==> src/hw/arb_pkg.sv <==
// Shared constants and helpers for the shared-bus arbitration node.
package arb_pkg;

    // Number of processor bus-request lines and width of an identity.
    localparam int NUM_REQ = 6;
    localparam int ID_W = 3;
    // Number of internal processors with their own host chip select.
    localparam int NUM_PROC = 4;
    // Flip-flops in each pin synchroniser.
    localparam int SYNC_STAGES = 2;

    // Values after reset.
    localparam logic [ID_W-1:0] MASTER_RST = 3'h0;
    localparam logic [ID_W-1:0] LAST_RST = 3'h0;
    localparam logic GRANT_RST = 1'h0;
    localparam logic [NUM_REQ-1:0] REQ_PIN_RST = 6'h3F;

    // Arbitration states, one-hot.
    typedef enum logic [2:0] {
        ST_SLAVE = 3'h1,
        ST_MASTER = 3'h2,
        ST_HOST = 3'h4
    } arb_state_t;

    // Identity to one-hot request line; identity zero selects no line.
    function automatic logic [NUM_REQ-1:0] id_onehot(
        input logic [ID_W-1:0] id
    );
        logic [NUM_REQ-1:0] v;
        v = 6'h00;
        if (id != 3'h0 && id <= 3'h6)
        begin
            v[id - 3'h1] = 1'b1;
        end
        return v;
    endfunction

endpackage

==> src/hw/arb_pick.sv <==
// Priority picker choosing the next bus master among active requesters.
`timescale 1ns/100ps
module arb_pick
    import arb_pkg::*;
(
    // Active-high request per line, bit 0 is identity 1.
    input wire logic [NUM_REQ-1:0] req,
    // Identity of the previous master, zero if none yet.
    input wire logic [ID_W-1:0] last_id,
    input wire logic rotate,
    // Winning identity, zero when nobody requests.
    output logic [ID_W-1:0] winner
);

    logic [ID_W-1:0] start;

    // Fixed priority starts at identity 1; rotating starts just past the
    // previous master so that it ends up lowest.
    always_comb
    begin
        logic [ID_W:0] pos;
        pos = 4'h0;
        start = 3'h0;
        if (rotate && last_id != 3'h0 && last_id < 3'h6)
        begin
            start = last_id;
        end
        winner = 3'h0;
        for (int k = NUM_REQ - 1; k >= 0; k--)
        begin
            // One spare bit keeps the sum from wrapping before line six.
            pos = {1'b0, start} + 4'(k);
            if (pos >= 4'h6)
            begin
                pos = pos - 4'h6;
            end
            if (req[pos[ID_W-1:0]])
            begin
                winner = pos[ID_W-1:0] + 3'h1;
            end
        end
    end

endmodule

==> src/hw/bus_arb_node.sv <==
// Bus arbitration, host grant and host wait-acknowledge for one node.
`timescale 1ns/100ps
module bus_arb_node
    import arb_pkg::*;
(
    // Clock, reset and freeze.
    input wire logic clk,
    input wire logic rst,
    input wire logic clk_en,
    // Identity straps and priority select.
    input wire logic [ID_W-1:0] processor_identity_inputs,
    input wire logic rotating_priority_select,
    // Processor request lines, active low, bit 0 is line 1.
    input wire logic [NUM_REQ-1:0] multiproc_bus_request_lines_in,
    output logic [NUM_REQ-1:0] multiproc_bus_request_lines_out,
    output logic [NUM_REQ-1:0] multiproc_bus_request_lines_oe,
    // Shared core priority line, open-drain, active low.
    input wire logic core_priority_access_in_n,
    output logic core_priority_access_out_n,
    output logic core_priority_access_oe,
    // Host request and grant, active low.
    input wire logic host_bus_request_n,
    input wire logic host_bus_grant_in_n,
    output logic host_bus_grant_out_n,
    output logic host_bus_grant_oe,
    // Host chip selects, active low, one per internal processor.
    input wire logic select_proc_a_n,
    input wire logic select_proc_b_n,
    input wire logic select_proc_c_n,
    input wire logic select_proc_d_n,
    // Host wait-acknowledge pin.
    output logic host_wait_ack_out,
    output logic host_wait_ack_oe,
    // Per-processor configuration and host access readiness.
    input wire logic [NUM_PROC-1:0] ack_active_drive_bit,
    input wire logic [NUM_PROC-1:0] host_access_ready,
    // Core side of this node.
    input wire logic want_bus,
    input wire logic core_needs_bus,
    input wire logic dma_only,
    // Status towards the core.
    output logic is_master,
    output logic bus_drive_en,
    output logic [ID_W-1:0] current_master
);

    localparam int SYNC_W = NUM_REQ + 2 + 1 + 1 + NUM_PROC;

    logic [SYNC_W-1:0] sync1_reg;
    logic [SYNC_W-1:0] sync2_reg;
    logic [SYNC_W-1:0] pins_raw;
    logic [NUM_REQ-1:0] req_pin_s;
    logic rotating_priority_select_s;
    logic hbr_s;
    logic cpa_s;
    logic grant_in_s;
    logic [NUM_PROC-1:0] sel_s;

    logic [NUM_REQ-1:0] own_line;
    logic [NUM_REQ-1:0] req_active;
    logic own_req;
    logic cpa_other;
    logic [ID_W-1:0] winner;

    arb_state_t state_reg;
    arb_state_t state_next;
    logic [ID_W-1:0] master_reg;
    logic [ID_W-1:0] master_next;
    logic [ID_W-1:0] last_reg;
    logic [ID_W-1:0] last_next;
    logic grant_reg;
    logic grant_next;
    logic own_req_reg;
    logic cpa_drive_reg;
    logic [1:0] cpa_echo_reg;

    logic any_sel;
    logic sel_ready;
    logic sel_active_drive;

    // Every pin input except the identity straps crosses two flops before any logic looks at it.
    assign pins_raw = {multiproc_bus_request_lines_in,
                       rotating_priority_select, host_bus_request_n,
                       core_priority_access_in_n, host_bus_grant_in_n,
                       select_proc_d_n, select_proc_c_n,
                       select_proc_b_n, select_proc_a_n};

    always_ff @(posedge clk or posedge rst)
    begin
        if (rst)
        begin
            sync1_reg <= '1;
            sync2_reg <= '1;
        end
        else if (clk_en)
        begin
            sync1_reg <= pins_raw;
            sync2_reg <= sync1_reg;
        end
    end

    assign req_pin_s = sync2_reg[SYNC_W-1 -: NUM_REQ];
    assign rotating_priority_select_s = sync2_reg[NUM_PROC + 3];
    assign hbr_s = ~sync2_reg[NUM_PROC + 2];
    assign cpa_s = ~sync2_reg[NUM_PROC + 1];
    assign grant_in_s = ~sync2_reg[NUM_PROC];
    assign sel_s = ~sync2_reg[NUM_PROC-1:0];

    // Only our own line is ever driven; the others are merely read.
    assign own_line = id_onehot(processor_identity_inputs);

    // The core priority line carries our own drive too. It reaches the
    // synchronised view two cycles late, so the mask is our drive delayed
    // by the same two cycles; a fresh master would otherwise see its own
    // stale claim and give the bus away.
    assign cpa_other = cpa_s && !cpa_echo_reg[1];

    // A master doing only background DMA backs off for a slave core.
    always_comb
    begin
        own_req = want_bus;
        if (state_reg == ST_MASTER && dma_only && cpa_other)
        begin
            own_req = 1'b0;
        end
    end

    // Our own request is taken straight from the register, not from the
    // delayed pin, so this node sees it two cycles before the other nodes do.
    assign req_active = (~req_pin_s & ~own_line)
                      | (own_line & {NUM_REQ{own_req_reg}});

    arb_pick u_pick (
        .req(req_active),
        .last_id(last_reg),
        .rotate(rotating_priority_select_s),
        .winner(winner)
    );

    // Arbitration: the master holds the bus while it requests; on release
    // the picker chooses the next master. A host request freezes the
    // choice while a master is set, and sends the master into the released state.
    always_comb
    begin
        state_next = state_reg;
        master_next = master_reg;
        last_next = last_reg;
        grant_next = 1'b0;
        if (master_reg == 3'h0 || !req_active[master_reg - 3'h1])
        begin
            if (!hbr_s || master_reg == 3'h0)
            begin
                master_next = winner;
                if (master_reg != 3'h0 && winner != master_reg)
                begin
                    last_next = master_reg;
                end
            end
        end
        case (state_reg)
            ST_SLAVE:
            begin
                // A slave also waits until the host grant is seen released.
                if (master_next == processor_identity_inputs
                    && master_next != 3'h0 && !hbr_s
                    && !grant_in_s)
                begin
                    state_next = ST_MASTER;
                end
            end
            ST_MASTER:
            begin
                if (hbr_s)
                begin
                    state_next = ST_HOST;
                end
                else if (master_next != processor_identity_inputs)
                begin
                    state_next = ST_SLAVE;
                end
            end
            ST_HOST:
            begin
                // Drivers were released on entry; grant follows one
                // cycle later and stays until the host lets go.
                grant_next = hbr_s;
                if (!hbr_s)
                begin
                    state_next = (master_next == processor_identity_inputs)
                               ? ST_MASTER : ST_SLAVE;
                end
            end
            default:
            begin
                state_next = ST_SLAVE;
            end
        endcase
    end

    always_ff @(posedge clk or posedge rst)
    begin
        if (rst)
        begin
            state_reg <= ST_SLAVE;
            master_reg <= MASTER_RST;
            last_reg <= LAST_RST;
            grant_reg <= GRANT_RST;
            own_req_reg <= 1'b0;
            cpa_drive_reg <= 1'b0;
            cpa_echo_reg <= 2'h0;
        end
        else if (clk_en)
        begin
            state_reg <= state_next;
            master_reg <= master_next;
            last_reg <= last_next;
            grant_reg <= grant_next;
            own_req_reg <= own_req;
            cpa_drive_reg <= core_needs_bus && state_reg != ST_MASTER;
            cpa_echo_reg <= {cpa_echo_reg[0], cpa_drive_reg};
        end
    end

    // Request line pin: driven low to request and high otherwise, on our own line only.
    assign multiproc_bus_request_lines_out = ~(own_line
                                             & {NUM_REQ{own_req_reg}});
    assign multiproc_bus_request_lines_oe = own_line;

    // Core priority: a slave core pulls the shared line low.
    assign core_priority_access_out_n = 1'b0;
    assign core_priority_access_oe = cpa_drive_reg;

    // Grant pin is driven by the bus master only; others just watch it.
    assign host_bus_grant_out_n = ~grant_reg;
    assign host_bus_grant_oe = (state_reg == ST_HOST);

    // Wait-acknowledge uses the selected processor's settings; the host
    // asserts one select at a time, so a plain OR picks the right one.
    always_comb
    begin
        any_sel = |sel_s;
        sel_ready = |(sel_s & host_access_ready);
        sel_active_drive = |(sel_s & ack_active_drive_bit);
    end

    // Low adds wait states; high is only driven in active-drive mode,
    // otherwise the pull-up supplies it.
    assign host_wait_ack_out = sel_ready;
    assign host_wait_ack_oe = any_sel && hbr_s
                            && (!sel_ready || sel_active_drive);

    // Status outputs; the bus drivers are off in the released state.
    assign is_master = (state_reg == ST_MASTER);
    assign bus_drive_en = (state_reg == ST_MASTER);
    assign current_master = master_reg;

endmodule

==> config.mk <==
export PLATFORM = sky130hd
export DESIGN_NAME = bus_arb_node
export DESIGN_NICKNAME = d
export VERILOG_FILES = /design/src/hw/arb_pkg.sv /design/src/hw/arb_pick.sv /design/src/hw/bus_arb_node.sv
export SDC_FILE = /design/constraint.sdc
export NUM_CORES = 1
export LEC_CHECK = 0
export BUFFER_PORTS_ARGS = -buffer_cell sky130_fd_sc_hd__clkbuf_2
export CAP_MARGIN = 30
export CORE_MARGIN = 2
export CORE_UTILIZATION = 42
export DETAILED_ROUTE_END_ITERATION = 8
export GPL_ROUTABILITY_DRIVEN = 0
export PLACE_DENSITY_LB_ADDON = 0.15
export SYNTH_ARGS = -nofsm -noshare
export SYNTH_HDL_FRONTEND = slang
export SYNTH_SLANG_ARGS = --single-unit
==> constraint.sdc <==
create_clock -name clk -period 4.5 [get_ports clk]
set_clock_uncertainty 0.05 [all_clocks]
set_input_delay 0.225 -clock clk [delete_from_list [all_inputs] [get_ports clk]]
set_output_delay 0.225 -clock clk [all_outputs]
set_load 0.1 [all_outputs]
==> results.md, run 1 <==
- Clk Latency, worst-skew pair: 0.29 ns
- Predominant post-synthesis flop cell: dfstp_2
- Leak: 0.00186 µW
- Avg Vias per Cell: 5.58
- Hold depth: 2
- CP Max Fanout: 5
- Tcrit/Tclk final: 96.6%
- H-Tree Depth: 2
- CTS Sinks: 42
- Number of hold violations in the final report: 0
- R2R Path Start: sync2_reg[7]
- Starting Density: between 40% and 50%
- Finished Cell Area: about 4300 µm²
- Synthesized flop and latch total: 42
- CP arrival: 4.48 ns
- Max-Slew Margin vs Limit: 60.7%
- Total core area: 8300 µm²
- Worst-margin pin slew: between 0.5 and 0.6 ns
- Critical Path Sink Type: register
- Power per cell area: around 620 nW/µm²
- Diode count: 0
- Clk root buf: clkbuf_8
- Syn Nets: 462
- Asr flop ratio synth: 100%
- TritonCTS clock tree: built
- Vias: 3,223
- Worst ir drop on vdd: 0.323 mV
- Tmin final: 4.35 ns
- Area of the mapped netlist: 3640 µm²
- Die Area: 9430 µm²
- IO Pins: 54
- Clock Path Buffers: 2
- Hold Worst Slack: 0.117 ns
- Initial antenna violation count: 0
- Final core utilization: between 50% and 60%
- Placed Area: ~4100 µm²
- Synthesized instance count: 414
- Die span in y: between 90 and 100 µm
- Syn avg cell area: 8.80 µm²
- ANT nets after route: 0
- Count of pins over their slew limit: 0
- Worst R2R Path Depth: 17
- Die Wd: 97.1 µm
- Max Cap Viol: 0
- Most frequent cells in the layout: clkbuf_2 (52), nand2_1 (38), mux2_2 (29), nor2_1 (29), dfstp_2 (29)
- Layout cells sized above 1: between 30% and 40%
- Initial DRC Count: between 200 and 250
- R2R Setup Slk: 0.15 ns
- Detailed Routing Iterations Pass 1: 4
- Final net count: 520
- Port Buffers: 52
- Reg-to-Reg End: state_reg[0]
- Final TNS setup: 0 ns
- Worst hold path type: input pin to register
- Aggregate global routing overflow: 0
- Critical path type: register to register
- # setup viols final: 0
- Critical Path Start Type: register
- RSZ-0062 raised after global routing: false
- Sequential fraction of the synthesis area: 29.9%
- DP HPWL: 6980 µm
- Std-Cell Rows: 33
- Crit path from: sync2_reg[7]
- Critical Path End: state_reg[0]
- Largest net degree at the start of global routing: 52
- Fmax: 230 MHz
- Yosys warning count: 0
- Total power: ~2600 µW
- Post-synth EDFFs: 0
- Residual DRC count: 0
- Unique masters post-synth: 83
- Vias in the first global route: 3,097
- Cts bufs inserted: 5
- Most common cell after layout, fill and taps aside: clkbuf_2
- WL final: roughly 9000 µm
- Routed len/inst: between 15 and 20 µm
- Gr usage total: 19.3%
- Crit path required time: 4.64 ns
- First-pass GRT wire length: 15,200 µm
- Layout area overhead: 17.7%
- Status: complete, no violations
- Clock Pin Slew Worst Setup and Hold Paths: 0.08 ns
-- worst max-delay path, stage by stage, from the launching register on --
cell	delay (ns)
dfstp_2	0.56
buf_4	0.12
nand3b_4	0.07
inv_2	0.13
ha_1	0.25
or3b_1	0.38
a21oi_2	0.17
o21ai_2	0.09
nand2_1	0.09
o22ai_1	0.12
or2_1	0.29
o311a_1	0.37
a22oi_2	0.22
mux2_4	0.34
a221oi_4	0.30
a41oi_1	0.16
or2_1	0.29
a222oi_1	0.23
-- cells by family (layout without fill, tap and decap cells) --
family | count (synthesis) | after routing | synth area share [%]
adder cells (fa/ha/maj) | 17 | 17 | 6.05
multiplexers | 34 | 34 | 10.5
AND/OR/NAND/NOR | 138 | 138 | 21.1
AO/OA/AOI/OAI | 115 | 115 | 22.9
XOR/XNOR | 13 | 13 | 3.13
buffers and inverters | 54 | 113 | 6.42
other | 1 | 1 | 0.103
flip-flops | 42 | 42 | 29.9
-- power breakdown --
| part | switching (µW) | leakage (µW) | internal [µW] | total (µW) |
|---|---|---|---|---|
| registers | 96.4 | 0.000466 | 479 | 576 |
| logic | 1090 | 0.00134 | 696 | 1780 |
| clock network | 121 | 0.0000514 | 165 | 286 |
| total | 1300 | 0.00186 | 1340 | 2650 |
-- synthesized netlist by cell type (4+ instances only) --
| library cell | n | area, µm² |
|---|---|---|
| a211oi_1 | 7 | 52.6 |
| a21oi_1 | 15 | 75.1 |
| a31oi_1 | 7 | 43.8 |
| and2_1 | 5 | 31.3 |
| buf_2 | 7 | 35.0 |
| clkbuf_1 | 11 | 41.3 |
| dfrtp_1 | 13 | 325 |
| dfstp_2 | 29 | 762 |
| ha_1 | 16 | 200 |
| inv_1 | 28 | 105 |
| mux2_2 | 29 | 327 |
| mux2i_1 | 4 | 40.0 |
| nand2_1 | 39 | 146 |
| nand2b_1 | 8 | 50.1 |
| nand3_1 | 8 | 40.0 |
| nor2_1 | 31 | 116 |
| nor2b_1 | 4 | 25.0 |
| nor3_1 | 9 | 45.0 |
| o211ai_1 | 6 | 45.0 |
| o21ai_0 | 24 | 120 |
| o22a_1 | 5 | 43.8 |
| o22ai_1 | 7 | 43.8 |
| xnor2_1 | 10 | 87.6 |
-- how the worst min path moves through the flow --
stage                        start                       to  slack, ns
6_report       host_bus_grant_in_n             sync1_reg[4]       0.12
5_1_grt        host_bus_grant_in_n             sync1_reg[4]       0.11
4_1_cts         host_bus_request_n             sync1_reg[6]       0.10
3_5_place_dp                   rst          cpa_echo_reg[1]       0.31
3_3_place_gp                   rst          cpa_echo_reg[1]       0.30
2_1_floorplan       core_needs_bus  core_priority_access_oe       0.32
-- metrics by stage --
| step | setup slack [ns] | instances |
|---|---|---|
| final | 0.153 | 578 |
| after CTS | 0.0499 | 574 |
| after global routing | 0.0129 | 578 |
| after detailed placement | -0.0516 | 565 |
| after floorplan | 0.00469 | 414 |
| after global placement | 0.0229 | 565 |
-- layout make-up --
cell class / instances / area [µm²]
multi-input combinational: 318 / 2390
inverter: 30 / 116
sequential: 42 / 1090
clock inverter: 2 / 37.5
timing repair buffer: 75 / 452
clock buffer: 6 / 72.6
fill: 776 / 4010
tap: 105 / 131
-- per-layer routing --
layer | share of wire (%) | up-vias | track usage [%]
li1 | - | 1615 | -
met1 | 49 | 1518 | 28.5
met2 | 46 | 88 | 30.5
met3 | 4.4 | 2 | 2.16
met4 | 0.25 | 0 | 4.01
met5 | 0 | - | 0
-- what timing repair did --
item | in CTS | in global routing
endpoints found under the hold margin | 8 | 0
gates resized for setup | 0 | 10
setup buffers | 0 | 3
setup endpoints to repair | 0 | 3
hold buffers | 1 | 0
(Power assumes the default switching activity.)
==> run 2, diff against run 1 <==
ABC_AREA = 1   (was unset)
CORE_UTILIZATION = 52   (was 42)
==> run 2 against run 1 <==
  * Highest routed layer unchanged
  * Largest power group unchanged
  * Hold slack worse by 0.085 ns
  * Sequential power decreased by 5.4%
  * Register-to-register slack improved by 0.60 ns
  * Area after synthesis shrank 3.6%
  * Sequential cell count is the same
==> results.md, run 2 <==
- Avg Vias per Cell: 5.19 (was 5.58)
- Max Cap Viol: 0 (unchanged)
- DP HPWL: 6250 µm (was 6980 µm)
- Synthesized flop and latch total: 42 (unchanged)
- Critical Path End: state_reg[1] (was state_reg[0])
- Initial DRC Count: 228 (was 222)
- Gr usage total: 23.6% (was 19.3%)
- Worst-margin pin slew: 0.861 ns (was 0.587 ns)
- TritonCTS clock tree: built (unchanged)
- Family with the most delay on the worst path: simple AND/OR/NAND/NOR gates (was compound AO/OA/AOI/OAI gates)
- Most frequent cells after synthesis: nand2_1 (191), nand3_1 (46), inv_1 (40), dfstp_2 (29), nand2_2 (23) (was nand2_1 (39), nor2_1 (31), dfstp_2 (29), mux2_2 (29), inv_1 (28))
- Multi-input combinational cell area: 2150 µm² (was 2390 µm²)
- CP Buf/Inv Count: 4 (was 2)
- Final TNS setup: 0 ns (unchanged)
- Asr flop ratio synth: 100% (unchanged)
- Fillcell total: 625 (was 776)
- CTS Sinks: 42 (unchanged)
- Initial antenna violation count: 0 (unchanged)
- First-pass GRT wire length: 13,900 µm (was 15,200 µm)
- Std-Cell Rows: 29 (was 33)
- Total core area: 6420 µm² (was 8300 µm²)
- Power per cell area: 573 nW/µm² (was 617 nW/µm²)
- Tmin final: 3.74 ns (was 4.35 ns)
- Die Wd: 86.2 µm (was 97.1 µm)
- Register area: 1090 µm² (unchanged)
- Vias in the first global route: 3,003 (was 3,097)
- Largest area contributor in the netlist: dfstp_2 (unchanged)
- Count of pins over their slew limit: 0 (unchanged)
- Tcrit/Tclk final: 83.2% (was 96.6%)
- Critical Path Start Type: register (unchanged)
- # setup viols final: 0 (unchanged)
- Clk Latency, worst-skew pair: 0.31 ns (was 0.29 ns)
- Clk root buf: clkbuf_8 (unchanged)
- Vias: 3,270 (was 3,223)
- WL final: 8060 µm (was 9030 µm)
- Final net count: 600 (was 520)
- Unique masters post-synth: 42 (was 83)
- Max-Slew Margin vs Limit: 42.5% (was 60.7%)
- Aggregate global routing overflow: 0 (unchanged)
- Post-synth EDFFs: 0 (unchanged)
- Worst R2R Path Depth: 25 (was 17)
- Cts bufs inserted: 5 (unchanged)
- CP max-delay cell: dfstp_2 (unchanged)
- Layout Cells excl Fill: 630 (was 578)
- Finished Cell Area: 3960 µm² (was 4290 µm²)
- Syn avg cell area: 6.98 µm² (was 8.80 µm²)
- H-Tree Depth: 2 (unchanged)
- Synthesized instance count: 503 (was 414)
- Number of hold violations in the final report: 0 (unchanged)
- Crit path required time: 4.65 ns (was 4.64 ns)
- Largest net degree at the start of global routing: 46 (was 52)
- Critical Path Sink Type: register (unchanged)
- RSZ-0062 raised after global routing: false (unchanged)
- Status: complete, no violations (unchanged)
- Sequential fraction of the synthesis area: 31.0% (was 29.9%)
- Top-count cell post-synth: nand2_1 (unchanged)
- Die span in y: 86.2 µm (was 97.1 µm)
- Ranking of synthesized cells by area: dfstp_2 (22%), nand2_1 (20%), dfrtp_1 (9.3%) (was dfstp_2 (21%), mux2_2 (9.0%), dfrtp_1 (8.9%))
- CP arrival: 3.90 ns (was 4.48 ns)
- Starting Density: 54.7% (was 43.9%)
- R2R Path Start: sync2_reg[7] (unchanged)
- Residual DRC count: 0 (unchanged)
- Diode count: 0 (unchanged)
- Critical path type: register to register (unchanged)
- Placed instance count: 621 (was 565)
- Fmax: 267 MHz (was 230 MHz)
- Placed Area: 3820 µm² (was 4070 µm²)
- Routed len/inst: 12.8 µm (was 15.6 µm)
- Die Area: 7430 µm² (was 9430 µm²)
- Hold depth: 3 (was 2)
- R2R Setup Slk: 0.76 ns (was 0.15 ns)
- Leak: 0.00211 µW (was 0.00186 µW)
- Levels on crit path: 25 (was 17)
- Worst hold path type: input pin to register (unchanged)
- Share of the synthesized area in the top cell type: 21.7% (was 20.9%)
- Most frequent CP cell: nand2_1 (was or2_1)
- Largest stage delay on the critical path: 0.62 ns (was 0.56 ns)
- CP Max Fanout: 8 (was 5)
- Port Buffers: 52 (unchanged)
- Reg-to-Reg End: state_reg[1] (was state_reg[0])
- Clock Pin Slew Worst Setup and Hold Paths: 0.09 ns (was 0.08 ns)
- Syn Nets: 551 (was 462)
- Crit path from: sync2_reg[7] (unchanged)
- Layout cells sized above 1: 30.2% (was 37.2%)
- Worst ir drop on vdd: 0.244 mV (was 0.323 mV)
- Most common cell after layout, fill and taps aside: nand2_1 (was clkbuf_2)
- Yosys warning count: 0 (unchanged)
- Most frequent cells in the layout: nand2_1 (191), clkbuf_2 (52), nand3_1 (46) (was clkbuf_2 (52), nand2_1 (38), mux2_2 (29), nor2_1 (29), dfstp_2 (29))
- Layout area overhead: 12.8% (was 17.7%)
- Predominant post-synthesis flop cell: dfstp_2 (unchanged)
- Area of the mapped netlist: 3510 µm² (was 3640 µm²)
- Clock Path Buffers: 2 (unchanged)
- ANT nets after route: 0 (unchanged)
- Detailed Routing Iterations Pass 1: 5 (was 4)
- IO Pins: 54 (unchanged)
## run 2: changes by cell type after synthesis, sizes merged, moves of 6 or more
cell / before / now
nand2: 40 / 217
mux2: 30 / 0
a211oi: 8 / 0
nand2b: 8 / 0
nand3: 8 / 60
o22ai: 7 / 0
a31oi: 7 / 1
nor3: 12 / 2
a21oi: 16 / 4
inv: 30 / 55
o21ai: 27 / 36
xnor2: 10 / 3
o211ai: 6 / 0
buf: 13 / 4
## run 2: area by class of cell
type | instances | share of cell area, %
clock inverters | 2 | 0.979
flip-flops and latches | 42 | 27.5
repair buffers | 54 | 7.01
multi-input cells | 393 | 54.4
inverters | 56 | 5.37
clock buffers | 6 | 2.37
well taps | 77 | 2.43
## run 2: logic make-up after synthesis
family	share of synthesized area (%)
other	0.107
adder cells (fa/ha/maj)	6.27
buffers and inverters	7.70
AO/OA/AOI/OAI	8.52
AND/OR/NAND/NOR	44.2
XOR/XNOR	2.25
flip-flops	31.0
## run 2: worst min-delay path by stage
stage                                            from            end  slack, ns
finish              multiproc_bus_request_lines_in[4]  sync1_reg[12]       0.03
global route        multiproc_bus_request_lines_in[4]  sync1_reg[12]       0.03
CTS                 multiproc_bus_request_lines_in[4]  sync1_reg[12]       0.02
detailed placement                                rst    last_reg[1]       0.32
global placement                                  rst    last_reg[0]       0.31
floorplan                             select_proc_a_n   sync1_reg[0]       0.27
## run 2: repair_timing
action                    CTS  global route
hold endpoints to repair   13             0
resized for setup           0             0
hold buffers                1             0
setup buffers               0             0
## run 2: worst reg2reg max path: stages (launching register included)
cell and delay [ns]:
dfstp_2 0.62, nand2_1 0.11, a21oi_4 0.23, nand2_2 0.16
inv_1 0.16, ha_1 0.22, inv_1 0.12, nand2_1 0.15
inv_2 0.05, a31oi_1 0.38, nand3b_1 0.20, nand2_1 0.11
o21ai_0 0.09, inv_1 0.06, nand2_1 0.08, nand2_1 0.08
nand3_2 0.08, nand2_1 0.09, nand2_1 0.09, nand3_1 0.08
nor2_2 0.12, nand2_1 0.07, nand2_2 0.09, nand2_2 0.06
nand2_1 0.05, nand2_1 0.04
## run 2: metrics by stage
| stage | setup slack (ns) | power (µW) | hold WS [ns] | util (%) |
|---|---|---|---|---|
| 3_3_place_gp | 0.839 | 1900 | 0.310 | 59.4 |
| 2_1_floorplan | 0.779 | 1680 | 0.271 | - |
| 5_1_grt | 0.294 | 2480 | 0.0305 | 61.7 |
| 4_1_cts | 0.774 | 2270 | 0.0208 | 61.7 |
| 6_report | 0.756 | 2270 | 0.0318 | 61.7 |
| 3_5_place_dp | 0.787 | 1920 | 0.316 | 59.4 |
## run 2: layer usage
metal | track usage [%] | vias up | wire, µm | part of all wire [%]
li1 | - | 1695 | - | -
met1 | 34.8 | 1492 | 3990 | 50
met2 | 36.3 | 77 | 3560 | 44
met3 | 4.67 | 6 | 448 | 5.6
met4 | 4.55 | 0 | 61 | 0.76
met5 | 0 | - | 0 | 0
## run 2: where the power goes
part | total [µW] | internal, µW | switching (µW)
logic | 1380 | 419 | 960
clock network | 343 | 200 | 143
registers | 545 | 467 | 78.4
